**src/core/tlb_check_regs.svh**
```systemverilog
// Purpose: Register offsets, field positions and timing counts.
// Assumes: Byte addresses on the register bus, one word per register.
// Notes:   Definitions only.
`ifndef TLB_CHECK_REGS_SVH
`define TLB_CHECK_REGS_SVH
`define OFS_CTRL    8'h00
`define OFS_PID     8'h04
`define OFS_ZONE    8'h08
`define OFS_CFG     8'h0c
`define OFS_ENT_HI  8'h10
`define OFS_ENT_LO  8'h14
`define OFS_ENT_TID 8'h18
`define OFS_ENT_WR  8'h1c
`define OFS_STATUS  8'h20
`define CTRL_DX     0
`define CTRL_IX     1
`define CFG_USER_ATTR_EXC_ENABLE    0
`define HI_TAG      31:10
`define HI_SIZE     9:7
`define HI_VALID    6
`define HI_ENDIAN   5
`define HI_U0       4
`define LO_RPN      31:10
`define LO_EX       9
`define LO_WR       8
`define LO_ZONE_SELECTOR     7:4
`define LO_W        3
`define LO_I        2
`define LO_M        1
`define LO_G        0
`define WR_IDX      3:0
`define SHD_N       4
`define UNI_N       16
`define DS_MISS_CYC 3'h3
`define IF_MISS_CYC 3'h4
`define TAG_ALL     22'h3fffff
`define ZONE_NONE   2'h0
`define ZONE_PRIV   2'h2
`define ZONE_FULL   2'h3
`define TID_SHARED  8'h00
`endif

```
**src/core/tlb_check_pkg.sv**
```systemverilog
// Purpose: Types shared by the translation lookup block.
// Assumes: Nothing beyond the register header.
// Notes:   States are one-hot.
package tlb_check_pkg;
	typedef struct packed {
		logic        valid;
		logic [21:0] tag;
		logic [2:0]  size;
		logic        endian;
		logic        u0;
		logic [7:0]  entry_process_tag;
		logic [21:0] real_page_number;
		logic        ex;
		logic        wr;
		logic [3:0]  zone_selector;
		logic        w;
		logic        i;
		logic        m;
		logic        g;
	} entry_t;
	typedef enum logic [3:0] {
		OP_LOAD   = 4'h0,
		OP_STORE  = 4'h1,
		OP_FLUSH  = 4'h2,
		OP_STBACK = 4'h3,
		OP_ZERO   = 4'h4,
		OP_INVAL  = 4'h5,
		OP_CCINV  = 4'h6,
		OP_ICINV  = 4'h7,
		OP_ICCINV = 4'h8,
		OP_TOUCH  = 4'h9
	} op_t;
	typedef enum logic [2:0] {
		ST_IDLE = 3'h1,
		ST_WAIT = 3'h2,
		ST_WALK = 3'h4
	} st_t;
endpackage

```
**src/core/tlb_lookup_access_check.sv**
```systemverilog
// Purpose: Shadow and unified translation lookup with access checks.
// Assumes: Requests are one-cycle pulses taken only while not busy.
// Notes:   Index 0 is the data side, index 1 the instruction side.
//
// Added by the designer: the register offsets and the AHB-Lite slave port.
`timescale 1ns/1ns
`include "tlb_check_regs.svh"
// Notes on behaviour
// - Search the side's shadow buffer first; unified buffer only on shadow miss.
// - Instruction shadow miss resolved from unified buffer stalls four cycles.
// - Data shadow miss resolved from unified buffer stalls three cycles.
// - Data side wins the unified buffer when both ask together.
// - Parallel compare of valid, size-masked tag and process tag.
// - Entry process tag zero matches every process.
// - Process id zero hits only entries with process tag zero.
// - Physical address is masked real page number with page offset.
// - Permissions are judged before caching and byte-order attributes apply.
// - An interrupt clears both translation enables, entering real mode.
// - User no-access zone faults loads, stores and listed block operations.
// - User write to read-only page faults unless zone is 11.
// - Privileged write-type to read-only page faults unless zone 10 or 11.
// - User attribute with its enable faults write-type operations.
// - User fetch through a no-access zone is an instruction fault.
// - Fetch from non-executable page faults unless zone overrides.
// - Fetch from a guarded page faults in either mode.
// - Instruction fault is raised at execution, not at fetch.
// - Data miss with translation on, except for cache-touch operations.
// - Instruction fetch with no match raises an instruction miss.
// - Checks only with translation on; privileged reads never denied.
// - Zone selector picks one of sixteen 2-bit override fields.
// - Size code selects 1 KB to 16 MB pages, masking tag bits.
module tlb_lookup_access_check (
	// Clock and reset
	input  wire logic                  ref_clk_in,
	input  wire logic                  resetn_in,
	// Register bus
	input  wire logic                  hsel_in,
	input  wire logic [31:0]           haddr_in,
	input  wire logic [1:0]            htrans_in,
	input  wire logic                  hwrite_in,
	input  wire logic [2:0]            hsize_in,
	input  wire logic [31:0]           hwdata_in,
	input  wire logic                  hready_in,
	output logic      [31:0]           hrdata_out,
	output logic                       hreadyout_out,
	output logic                       hresp_out,
	// Core state
	input  wire logic                  user_mode_in,
	input  wire logic                  irq_in,
	// Data side
	input  wire logic                  ds_req_in,
	input  wire logic [31:0]           ds_ea_in,
	input  wire tlb_check_pkg::op_t    ds_op_in,
	output logic                       ds_done_out,
	output logic                       ds_busy_out,
	output logic      [31:0]           ds_pa_out,
	output logic                       ds_mem_en_out,
	output logic      [3:0]            ds_attr_out,
	output logic                       ds_miss_out,
	output logic                       ds_fault_out,
	// Instruction side
	input  wire logic                  if_req_in,
	input  wire logic [31:0]           if_ea_in,
	input  wire logic                  if_exec_in,
	input  wire logic                  if_exec_tag_in,
	output logic                       if_done_out,
	output logic                       if_busy_out,
	output logic      [31:0]           if_pa_out,
	output logic                       if_mem_en_out,
	output logic                       if_miss_out,
	output logic                       if_isf_tag_out,
	output logic                       instr_storage_fault_out
);
	import tlb_check_pkg::*;

	entry_t              uni_ff [`UNI_N];
	entry_t              shd_ff [2][`SHD_N];
	st_t                 st_ff  [2];
	st_t                 nxt_st [2];
	logic [2:0]          cnt_ff [2];
	logic [31:0]         ea_ff  [2];
	logic [1:0]          vic_ff [2];
	op_t                 op_ff;
	logic                dx_ff;
	logic                ix_ff;
	logic [7:0]          pid_ff;
	logic [31:0]         zpr_ff;
	logic                user_attr_exc_enable_ff;
	logic [31:0]         hi_ff;
	logic [31:0]         lo_ff;
	logic [7:0]          tid_ff;
	logic                rd_pend_ff;
	logic                wr_pend_ff;
	logic [7:0]          addr_ff;
	logic [31:0]         rd_mux;
	logic                ap;
	logic                commit;
	entry_t              new_ent;
	logic [31:0]         ea_in  [2];
	logic [31:0]         cur_ea [2];
	logic [`SHD_N-1:0]   sh_hit [2];
	logic [`UNI_N-1:0]   u_hit;
	logic [31:0]         u_ea;
	entry_t              ent    [2];
	logic [1:0]          req;
	logic [1:0]          xon;
	logic [1:0]          take;
	logic [1:0]          walk_end;
	logic [1:0]          found;
	logic [1:0]          finish;
	logic [1:0]          want;
	logic [1:0]          grant;
	logic [1:0]          over;
	logic [1:0]          nozone;
	logic [1:0]          viol;
	logic [1:0]          miss;
	logic [1:0]          zone   [2];
	logic [31:0]         pa     [2];
	logic                uni_busy;
	op_t                 cur_op;
	logic                is_wr;
	logic                zone_op;
	logic                d_bad;
	logic                i_bad;
	logic                touch;

	function automatic logic [21:0] mask_f(input logic [2:0] sz);
		mask_f = `TAG_ALL << {sz, 1'b0};
	endfunction

	function automatic logic hit_f(input entry_t e, input logic [31:0] ea,
		input logic [7:0] process_id_reg);
		logic [21:0] m;
		m = mask_f(e.size);
		hit_f = e.valid && ((e.tag & m) == (ea[31:10] & m)) &&
			(e.entry_process_tag == `TID_SHARED || e.entry_process_tag == process_id_reg);
	endfunction

	function automatic logic [3:0] first_f(input logic [15:0] v);
		first_f = 4'h0;
		for (int k = 15; k >= 0; k--) begin
			if (v[k]) begin
				first_f = k[3:0];
			end
		end
	endfunction

	assign req[0]   = ds_req_in;
	assign req[1]   = if_req_in;
	assign ea_in[0] = ds_ea_in;
	assign ea_in[1] = if_ea_in;
	assign xon[0]   = dx_ff;
	assign xon[1]   = ix_ff;
	assign uni_busy = st_ff[0] == ST_WALK || st_ff[1] == ST_WALK;
	assign u_ea     = st_ff[1] == ST_WALK ? ea_ff[1] : ea_ff[0];

	for (genvar k = 0; k < `UNI_N; k++) begin : g_uni
		assign u_hit[k] = hit_f(uni_ff[k], u_ea, pid_ff);
	end

	for (genvar s = 0; s < 2; s++) begin : g_side
		for (genvar k = 0; k < `SHD_N; k++) begin : g_shd
			assign sh_hit[s][k] = hit_f(shd_ff[s][k], cur_ea[s], pid_ff);
		end
		assign cur_ea[s]   = st_ff[s] == ST_IDLE ? ea_in[s] : ea_ff[s];
		assign take[s]     = st_ff[s] == ST_IDLE && req[s];
		assign walk_end[s] = st_ff[s] == ST_WALK && cnt_ff[s] == 3'h0;
		assign ent[s]   = walk_end[s] ? uni_ff[first_f(u_hit)] :
			shd_ff[s][2'(first_f({12'h000, sh_hit[s]}))];
		assign found[s] = walk_end[s] ? |u_hit : |sh_hit[s];
		assign finish[s] = (take[s] && (!xon[s] || found[s])) || walk_end[s];
		assign want[s]   = (take[s] && xon[s] && !found[s]) ||
			st_ff[s] == ST_WAIT;
		assign pa[s] = {(ent[s].real_page_number & mask_f(ent[s].size)) |
			(cur_ea[s][31:10] & ~mask_f(ent[s].size)), cur_ea[s][9:0]};
		assign zone[s]   = zpr_ff[{~ent[s].zone_selector, 1'b1} -: 2];
		assign over[s]   = zone[s] == `ZONE_FULL ||
			(!user_mode_in && zone[s] == `ZONE_PRIV);
		assign nozone[s] = user_mode_in && zone[s] == `ZONE_NONE;
		assign miss[s] = xon[s] && !found[s];

		always_comb begin
			nxt_st[s] = st_ff[s];
			case (st_ff[s])
			ST_IDLE: begin
				if (grant[s]) begin
					nxt_st[s] = ST_WALK;
				end else if (want[s]) begin
					nxt_st[s] = ST_WAIT;
				end
			end
			ST_WAIT: begin
				if (grant[s]) begin
					nxt_st[s] = ST_WALK;
				end
			end
			ST_WALK: begin
				if (cnt_ff[s] == 3'h0) begin
					nxt_st[s] = ST_IDLE;
				end
			end
			default: nxt_st[s] = ST_IDLE;
			endcase
		end

		always_ff @(posedge ref_clk_in) begin
			if (!resetn_in) begin
				st_ff[s]  <= ST_IDLE;
				cnt_ff[s] <= 3'h0;
				ea_ff[s]  <= 32'h0;
			end else begin
				st_ff[s] <= nxt_st[s];
				if (take[s]) begin
					ea_ff[s] <= ea_in[s];
				end
				if (grant[s]) begin
					cnt_ff[s] <= (s == 0 ? `DS_MISS_CYC : `IF_MISS_CYC) - 3'h1;
				end else if (st_ff[s] == ST_WALK && cnt_ff[s] != 3'h0) begin
					cnt_ff[s] <= cnt_ff[s] - 3'h1;
				end
			end
		end
	end

	assign grant[0] = want[0] && !uni_busy;
	assign grant[1] = want[1] && !want[0] && !uni_busy;

	assign cur_op  = st_ff[0] == ST_IDLE ? ds_op_in : op_ff;
	assign touch   = cur_op == OP_TOUCH;
	assign is_wr   = cur_op == OP_STORE || cur_op == OP_ZERO ||
		(!user_mode_in && (cur_op == OP_INVAL || cur_op == OP_CCINV));
	assign zone_op = cur_op != OP_INVAL && cur_op != OP_CCINV &&
		cur_op != OP_ICCINV;
	assign d_bad = (nozone[0] && zone_op) ||
		(is_wr && !ent[0].wr && !over[0]) ||
		(is_wr && ent[0].u0 && user_attr_exc_enable_ff);
	assign i_bad = nozone[1] || (!ent[1].ex && !over[1]) || ent[1].g;
	assign viol[0] = xon[0] && found[0] && d_bad;
	assign viol[1] = xon[1] && found[1] && i_bad;

	always_ff @(posedge ref_clk_in) begin
		if (!resetn_in) begin
			op_ff <= OP_LOAD;
		end else if (take[0]) begin
			op_ff <= ds_op_in;
		end
	end

	// Refilling from the unified buffer keeps the two shadows warm; a new
	// unified entry flushes both shadows so no stale copy can hit.
	always_ff @(posedge ref_clk_in) begin
		if (!resetn_in || commit) begin
			for (int s = 0; s < 2; s++) begin
				for (int k = 0; k < `SHD_N; k++) begin
					shd_ff[s][k].valid <= 1'b0;
				end
				if (!resetn_in) begin
					vic_ff[s] <= 2'h0;
				end
			end
		end else begin
			for (int s = 0; s < 2; s++) begin
				if (walk_end[s] && found[s]) begin
					shd_ff[s][vic_ff[s]] <= ent[s];
					vic_ff[s]            <= vic_ff[s] + 2'h1;
				end
			end
		end
	end

	assign commit  = wr_pend_ff && addr_ff == `OFS_ENT_WR;
	assign new_ent = '{valid: hi_ff[`HI_VALID], tag: hi_ff[`HI_TAG],
		size: hi_ff[`HI_SIZE], endian: hi_ff[`HI_ENDIAN], u0: hi_ff[`HI_U0],
		entry_process_tag: tid_ff, real_page_number: lo_ff[`LO_RPN], ex: lo_ff[`LO_EX], wr: lo_ff[`LO_WR],
		zone_selector: lo_ff[`LO_ZONE_SELECTOR], w: lo_ff[`LO_W], i: lo_ff[`LO_I],
		m: lo_ff[`LO_M], g: lo_ff[`LO_G]};

	always_ff @(posedge ref_clk_in) begin
		if (!resetn_in) begin
			for (int k = 0; k < `UNI_N; k++) begin
				uni_ff[k].valid <= 1'b0;
			end
		end else if (commit) begin
			uni_ff[hwdata_in[`WR_IDX]] <= new_ent;
		end
	end

	always_ff @(posedge ref_clk_in) begin
		if (!resetn_in) begin
			ds_done_out   <= 1'b0;
			ds_pa_out     <= 32'h0;
			ds_mem_en_out <= 1'b0;
			ds_attr_out   <= 4'h0;
			ds_miss_out   <= 1'b0;
			ds_fault_out  <= 1'b0;
			ds_busy_out   <= 1'b0;
		end else begin
			ds_done_out <= finish[0];
			ds_busy_out <= nxt_st[0] != ST_IDLE;
			if (finish[0]) begin
				ds_pa_out     <= xon[0] ? pa[0] : cur_ea[0];
				ds_mem_en_out <= !miss[0] && !viol[0];
				ds_attr_out   <= (xon[0] && found[0] && !viol[0]) ?
					{ent[0].endian, ent[0].w, ent[0].i, ent[0].g} : 4'h0;
				ds_miss_out   <= miss[0] && !touch;
				ds_fault_out  <= viol[0] && !touch;
			end else begin
				ds_mem_en_out <= 1'b0;
			end
		end
	end

	always_ff @(posedge ref_clk_in) begin
		if (!resetn_in) begin
			if_done_out    <= 1'b0;
			if_pa_out      <= 32'h0;
			if_mem_en_out  <= 1'b0;
			if_miss_out    <= 1'b0;
			if_isf_tag_out <= 1'b0;
			if_busy_out    <= 1'b0;
		end else begin
			if_done_out <= finish[1];
			if_busy_out <= nxt_st[1] != ST_IDLE;
			if (finish[1]) begin
				if_pa_out      <= xon[1] ? pa[1] : cur_ea[1];
				if_mem_en_out  <= !miss[1] && !viol[1];
				if_miss_out    <= miss[1];
				if_isf_tag_out <= viol[1];
			end else begin
				if_mem_en_out <= 1'b0;
			end
		end
	end

	always_ff @(posedge ref_clk_in) begin
		if (!resetn_in) begin
			instr_storage_fault_out <= 1'b0;
		end else begin
			instr_storage_fault_out <= if_exec_in && if_exec_tag_in;
		end
	end

	// Reads take one wait state so a write just before is always seen.
	assign ap = hsel_in && htrans_in[1] && hready_in;

	always_ff @(posedge ref_clk_in) begin
		if (!resetn_in) begin
			rd_pend_ff    <= 1'b0;
			wr_pend_ff    <= 1'b0;
			addr_ff       <= 8'h0;
			hreadyout_out <= 1'b1;
			hresp_out     <= 1'b0;
			hrdata_out    <= 32'h0;
		end else begin
			rd_pend_ff    <= ap && !hwrite_in;
			wr_pend_ff    <= ap && hwrite_in;
			hreadyout_out <= !(ap && !hwrite_in);
			if (ap) begin
				addr_ff <= haddr_in[7:0];
			end
			if (rd_pend_ff) begin
				hrdata_out <= rd_mux;
			end
		end
	end

	always_comb begin
		case (addr_ff)
		`OFS_CTRL:    rd_mux = {30'h0, ix_ff, dx_ff};
		`OFS_PID:     rd_mux = {24'h0, pid_ff};
		`OFS_ZONE:    rd_mux = zpr_ff;
		`OFS_CFG:     rd_mux = {31'h0, user_attr_exc_enable_ff};
		`OFS_ENT_HI:  rd_mux = hi_ff;
		`OFS_ENT_LO:  rd_mux = lo_ff;
		`OFS_ENT_TID: rd_mux = {24'h0, tid_ff};
		`OFS_STATUS:  rd_mux = {26'h0, if_busy_out, ds_busy_out,
			if_isf_tag_out, if_miss_out, ds_fault_out, ds_miss_out};
		default:      rd_mux = 32'h0;
		endcase
	end

	always_ff @(posedge ref_clk_in) begin
		if (!resetn_in) begin
			dx_ff   <= 1'b0;
			ix_ff   <= 1'b0;
			pid_ff  <= 8'h0;
			zpr_ff  <= 32'h0;
			user_attr_exc_enable_ff <= 1'b0;
			hi_ff   <= 32'h0;
			lo_ff   <= 32'h0;
			tid_ff  <= 8'h0;
		end else begin
			if (wr_pend_ff) begin
				case (addr_ff)
				`OFS_CTRL: begin
					dx_ff <= hwdata_in[`CTRL_DX];
					ix_ff <= hwdata_in[`CTRL_IX];
				end
				`OFS_PID:     pid_ff  <= hwdata_in[7:0];
				`OFS_ZONE:    zpr_ff  <= hwdata_in;
				`OFS_CFG:     user_attr_exc_enable_ff <= hwdata_in[`CFG_USER_ATTR_EXC_ENABLE];
				`OFS_ENT_HI:  hi_ff   <= hwdata_in;
				`OFS_ENT_LO:  lo_ff   <= hwdata_in;
				`OFS_ENT_TID: tid_ff  <= hwdata_in[7:0];
				default: begin
				end
				endcase
			end
			if (irq_in) begin
				dx_ff <= 1'b0;
				ix_ff <= 1'b0;
			end
		end
	end
endmodule

```
**config.mk**
```make
export PLATFORM = sky130hd
export DESIGN_NAME = tlb_lookup_access_check
export DESIGN_NICKNAME = d
export VERILOG_FILES = /design/src/core/tlb_check_pkg.sv /design/src/core/tlb_lookup_access_check.sv
export VERILOG_INCLUDE_DIRS = /design/src /design/src/core
export SDC_FILE = /design/constraint.sdc
export NUM_CORES = 2
export LEC_CHECK = 0
export BUFFER_PORTS_ARGS = -buffer_cell sky130_fd_sc_hd__buf_2
export CELL_PAD_IN_SITES_DETAIL_PLACEMENT = 0
export CELL_PAD_IN_SITES_GLOBAL_PLACEMENT = 1
export CORE_AREA = 3 3 556 558
export DETAILED_ROUTE_END_ITERATION = 10
export DIE_AREA = 0 0 559 561
export PLACE_DENSITY_LB_ADDON = 0.1
export REMOVE_ABC_BUFFERS = 1
export SYNTH_ARGS = -nofsm -noshare
export SYNTH_HDL_FRONTEND = slang
export SYNTH_SLANG_ARGS = --single-unit
```
**constraint.sdc**
```tcl
create_clock -name ref_clk_in -period 7.1 [get_ports ref_clk_in]
set_input_delay 0.71 -clock ref_clk_in [delete_from_list [all_inputs] [get_ports ref_clk_in]]
set_output_delay 0.71 -clock ref_clk_in [all_outputs]
set_load 0.005 [all_outputs]
```
==> Word level (Yosys, flattened, before mapping) <==
Memories as Yosys holds them, arrays and structs flattened.
Cells that the tools add are included.
Widths: inputs -> output; s select.
{ "totals": {"ramBits": 1712, "register_bits": 241, "n_memories": 6, "in_bits": 148, "wordCells": 545} }
{ "op_classes": {"n_shift": 28, "n_eq_ne": 76, "bitwise_logic": 81, "n_mux": 114, "reduce_logical": 202, "n_lt_le_gt_ge": 6, "add_sub_neg": 4} }
{ "mem_list": {"columns": ["memory", "depth", "width", "read_ports", "rd_clocked_by_memory_dff", "write_ports", "line_no", "rtl"], "rows": [
  ["uni_ff", 16, 68, 17, 0, 16, "tlb_lookup_access_check.sv:76", "entry_t uni_ff [`UNI_N];"],
  ["shd_ff", 2, 272, 2, 0, 2, "tlb_lookup_access_check.sv:77", "entry_t shd_ff [2][`SHD_N];"],
  ["ea_ff", 2, 32, 2, 0, 2, "tlb_lookup_access_check.sv:81", "logic [31:0] ea_ff [2];"],
  ["cnt_ff", 2, 3, 2, 0, 2, "tlb_lookup_access_check.sv:80", "logic [2:0] cnt_ff [2];"],
  ["st_ff", 2, 3, 2, 0, 2, "tlb_lookup_access_check.sv:78", "st_t st_ff [2];"],
  ["vic_ff", 2, 2, 2, 0, 2, "tlb_lookup_access_check.sv:82", "logic [1:0] vic_ff [2];"]
]} }
{ "ops": {"columns": ["operator", "count"], "rows": [
  ["$and 22x22->22", 52],
  ["$mux 68", 9],
  ["$shl 22x4->22 const A", 26],
  ["$mux 272", 2],
  ["$eq 22x22->1", 24],
  ["$bmux 68 s2", 2],
  ["$demux 68 s2", 2],
  ["$pmux 32 s8", 1],
  ["$mux 32", 7],
  ["$logic_not 8->1", 25],
  ["$eq 8x8->1", 24],
  ["$logic_and 1x1->1", 97],
  ["$mux 4", 19],
  ["$reduce_or 68->1", 1],
  ["$shiftx 33x6->2", 2],
  ["$mux 1", 45],
  ["$not 22->22", 2],
  ["$or 22x22->22", 2],
  ["$mux 3", 14],
  ["$logic_or 1x1->1", 41],
  ["$eq 8x5->1 const B", 4],
  ["$mux 2", 11],
  ["$logic_not 1->1", 19],
  ["$or 1x1->1", 18],
  ["28 further kinds", 62]
]} }

==> Logic depth before layout (Yosys ltp) <==
An unclocked memory read counts as a cell.
{ "depth": {"word_depth": 38, "mapped_depth": 30, "depth_no_buf": 22} }

==> Least setup slack after synthesis <==
No wires, ideal clock.
{ "synth_path": {"path_type": "register to register", "from": "mem st_ff[1][2] in the netlist's numbering", "to": "mem shd_ff[0][0] in the netlist's numbering, enable pin", "path_buffers": 5, "t_required_ns": 6.611, "period_less_slack_ns": 6.600, "path_slack_ns": 0.500, "stages_incl_launch_ff": 19, "arrival_ns": 6.111, "setup_ns": 0.489, "path_cell_list": "dfxtp_1 -> nor3b_2 -> buf_6 -> buf_12 -> buf_12 -> buf_8 -> nor2_1 -> a211o_1 -> nor3_1 -> and2_1 -> o2bb2ai_1 -> or4_1 -> and2_1 -> nand2_1 -> nor3_1 -> nor2b_1 -> nand2_1 -> clkbuf_1 -> nor2_1"} }
{ "synth_rtl": {"columns": ["element", "line_no"], "rows": [
  ["start, declared", "tlb_lookup_access_check.sv:78"],
  ["end, declared", "tlb_lookup_access_check.sv:77"]
]} }

==> implementation parameters <==
Parameter                              Value

Die
  Initial standard-cell utilization of the core    29.9%
  Die span in x    559 microns
  Floorplan row count    203
  Placeable core region    0.305 sq mm
  Die Footprint    0.314 sq mm
  Die H    561 microns
  Number of top-level pins    261

STA
  Number of hold-slack violations in the final timing report    0
  Setup Skew    0.109 ns
  Final worst path period need    7.03 ns
  Total negative slack    0 ns
  Setup repair after global routing missed its margin    true
  Fin worst setup slack    0.0731 ns
  Worst-case headroom to the max-slew limit    14.3%
  # setup viols final    0
  Period utilisation layout    99.0%
  Least-Margin Pin Slew    1.29 ns
  Maximum frequency from static timing analysis    142 MHz
  Total count of max-transition violations in the final report    0

CTS
  Clock latency reported for the late side of the worst-skew pair    0.95 ns
  CTS Buffer Depth    4
  Htree depth    4
  Register clock-pin slew on the reported worst setup and hold paths    0.06 ns
  Cell at the root of the clock tree    sky130_fd_sc_hd__clkbuf_16
  TritonCTS Buffers    230
  TritonCTS clock tree    done
  Num Clock Sinks    1905

Pwr
  Worst-case vdd ir drop    0.000189 V
  Power per unit of standard cell area    222 mW/mm^2
  Leakage dissipation    38.6 nW

Global routing
  Gr usage total    22.7%
  Via count of the first global-routing pass    65338
  First-pass GRT wire length    512000 microns
  GR Overflow Total    0
  Pin count of the biggest net entering global routing    112
  Number of antenna violations at the first check in global routing    33

Yosys
  Post-Syn Instances    7689
  Netlist Area Pre-Place    0.0912 sq mm
  Post-synthesis cell type count    106
  Count of warnings emitted by yosys    0
  Proportion of register bits with asynchronous set or reset after synthesis    0%
  Seq/Total Area, Yosys    59.9%
  Number of storage elements in the synthesis netlist    1905
  Dominant synthesized flop cell    sky130_fd_sc_hd__edfxtp_1
  Average footprint of a synthesized cell    11.9 sq um
  Number of synthesized flops with an enable pin    1642

Critical path
  Worst setup EP type    flip-flop
  WP data required    7.90 ns
  Startpoint Class    flip-flop
  Combined buffer and inverter count along the critical path    11
  Largest incremental delay on the critical path    0.62 ns
  Cell seen most often among critical-path stages    sky130_fd_sc_hd__buf_4
  Worst reg2reg path depth    32
  Crit path arrival time    7.83 ns
  Start-to-end type of the worst setup path    flip-flop to flip-flop
  Crit path max-delay family    simple AND/OR/NAND/NOR gates
  CP Depth    32
  Crit path max-delay cell type    sky130_fd_sc_hd__or4_4
  Crit path max fanout    8

Hold path
  Worst hold path stage count    3
  HP Class    primary input to flip-flop

Job
  Count of max-cap constraint violations    0

Routing
  Remaining antenna violation count after routing    0
  Initial drt markers    6461
  TritonRoute pass-1 iters    8
  Via density per instance    5.18
  Wirelength, routed    369000 microns
  Post-route DRC violation count    0
  Vias after detailed routing    66502
  Post-DR wirelength/cell    28.8 microns

Place
  Last weighted congestion value of the routability-driven placer    0.926
  Worst-case setup slack after placement    -0.913 ns
  Cell Area, Placed    0.102 sq mm
  DP Wirelength    253000 microns
  Number of buffers inserted by port buffering    231

Layout
  Final layout net count    8677
  Post-route design area    0.111 sq mm
  Layout overhead on the synthesized area    22.2%
  Layout cells sized above 1    20.2%
  Final Util    36.5%

Status
  Run status    completed
==> per-layer routing <==
metal / GRT usage, % / vias up / share of wire (%) / routed length [microns]
li1: - / 30199 / - / -
met1: 33.3 / 33833 / 47 / 175000
met2: 35.3 / 2058 / 44 / 164000
met3: 3.38 / 412 / 6.1 / 22400
met4: 5.07 / 0 / 2.3 / 8390
met5: 0 / - / 0 / 0
==> power breakdown <==
part           internal [mW]  total [mW]  switching, mW
Clock                   6.76        11.7           4.90
Combinational          0.383       0.929          0.546
Sequential              12.0        12.1         0.0718
Total                   19.2        24.7           5.52
==> worst paths after layout <==
| kind | startpoint | to | slack [ns] |
|---|---|---|---|
| hold reg to reg | op_ff[2]$_SDFFE_PN0P_ | op_ff[2]$_SDFFE_PN0P_ | 0.46 |
| setup reg to reg | st_ff[1][0]$_SDFF_PN1_ | ds_attr_out[3]$_SDFFE_PN0N_ | 0.07 |
| hold / removal | hwdata_in[25] | lo_ff[25]$_SDFFE_PN0P_ | 0.09 |
| setup / recovery | st_ff[1][0]$_SDFF_PN1_ | ds_attr_out[3]$_SDFFE_PN0N_ | 0.07 |
==> worst min-delay path: cells and delay by family <==
kind            cells  cell delay [ns]
buf+inv             1             0.12
compound gates      1             0.06
simple gates        1             0.05
==> flip-flops by register name, summed over array words and instances, names as in the netlist, 32 cells and up <==
signal and cells:
zpr_ff 32, ea_ff 64, lo_ff 32, hrdata_out 32, shd_ff 512, uni_ff 1072
ds_pa_out 32, if_pa_out 32, hi_ff 32
==> synthesized netlist by cell type, drive strengths merged, types with 144 or more instances <==
cell	instances	area, sq um
buf	146	782
a211oi	280	2100
nor2	357	1340
and2	166	1040
mux2i	460	4750
o21ai	427	2150
xor2	283	2480
a21oi	231	1170
dfxtp	263	5270
nor2b	144	901
nand2	992	3720
nand3	148	741
clkbuf	319	1200
edfxtp	1642	49300
xnor2	427	3740
nor4	161	1050
==> placed cells by master, fill, tap and decap left out, types with 73 or more instances in the layout <==
cell                        instances
sky130_fd_sc_hd__a211oi_1         276
sky130_fd_sc_hd__a21boi_0         135
sky130_fd_sc_hd__a21oi_1          218
sky130_fd_sc_hd__a31oi_1           88
sky130_fd_sc_hd__and2_1           161
sky130_fd_sc_hd__and3_1            73
sky130_fd_sc_hd__buf_2            230
sky130_fd_sc_hd__buf_4            721
sky130_fd_sc_hd__clkbuf_16        232
sky130_fd_sc_hd__dfxtp_1          254
sky130_fd_sc_hd__edfxtp_1        1642
sky130_fd_sc_hd__inv_1            108
sky130_fd_sc_hd__mux2_2           140
sky130_fd_sc_hd__mux2i_1          440
sky130_fd_sc_hd__nand2_1          985
sky130_fd_sc_hd__nand3_1          143
sky130_fd_sc_hd__nor2_1           327
sky130_fd_sc_hd__nor2b_1          144
sky130_fd_sc_hd__nor3_1           103
sky130_fd_sc_hd__nor4_1           134
sky130_fd_sc_hd__o21ai_0          412
sky130_fd_sc_hd__xnor2_1          421
sky130_fd_sc_hd__xor2_1           282
==> cells by family after synthesis <==
kind of cell | synth area share (%)
buf+inv | 2.62
xor+xnor | 6.82
compound gates | 11.3
other cells | 0.00411
simple gates | 12.1
mux | 7.13
flops | 59.9
fa+ha+maj | 0.176
==> through the flow <==
step           power [mW]  hold slack, ns  cells
2_1_floorplan        12.7           0.431   7224
3_5_place_dp         13.2           0.448  12296
6_report             24.7          0.0898  12827
5_1_grt              25.5          0.0555  12818
4_1_cts              25.0        0.000403  12775
3_3_place_gp         13.2           0.445  12296
==> cell type report <==
type                            count  area [sq um]
Tap cell                         4100          5130
Clock buffer                      299          6210
Sequential cell                  1905         54600
Fill cell                       29971        194000
Inverter                          110           413
Timing Repair Buffer             1061          8470
Antenna cell                       10          25.0
Multi-Input combinational cell   5209         35400
Clock inverter                    133          1190
==> repair_timing <==
item                                    in CTS  in global routing
pin swaps                                   18                 46
gates resized for setup                     92                 86
hold buffers                                21                  0
endpoints found under the setup margin     125                 54
setup buffers                               24                 43
endpoints found under the hold margin       42                  0
gates cloned                                 3                  0
(Power assumes the default switching activity.)
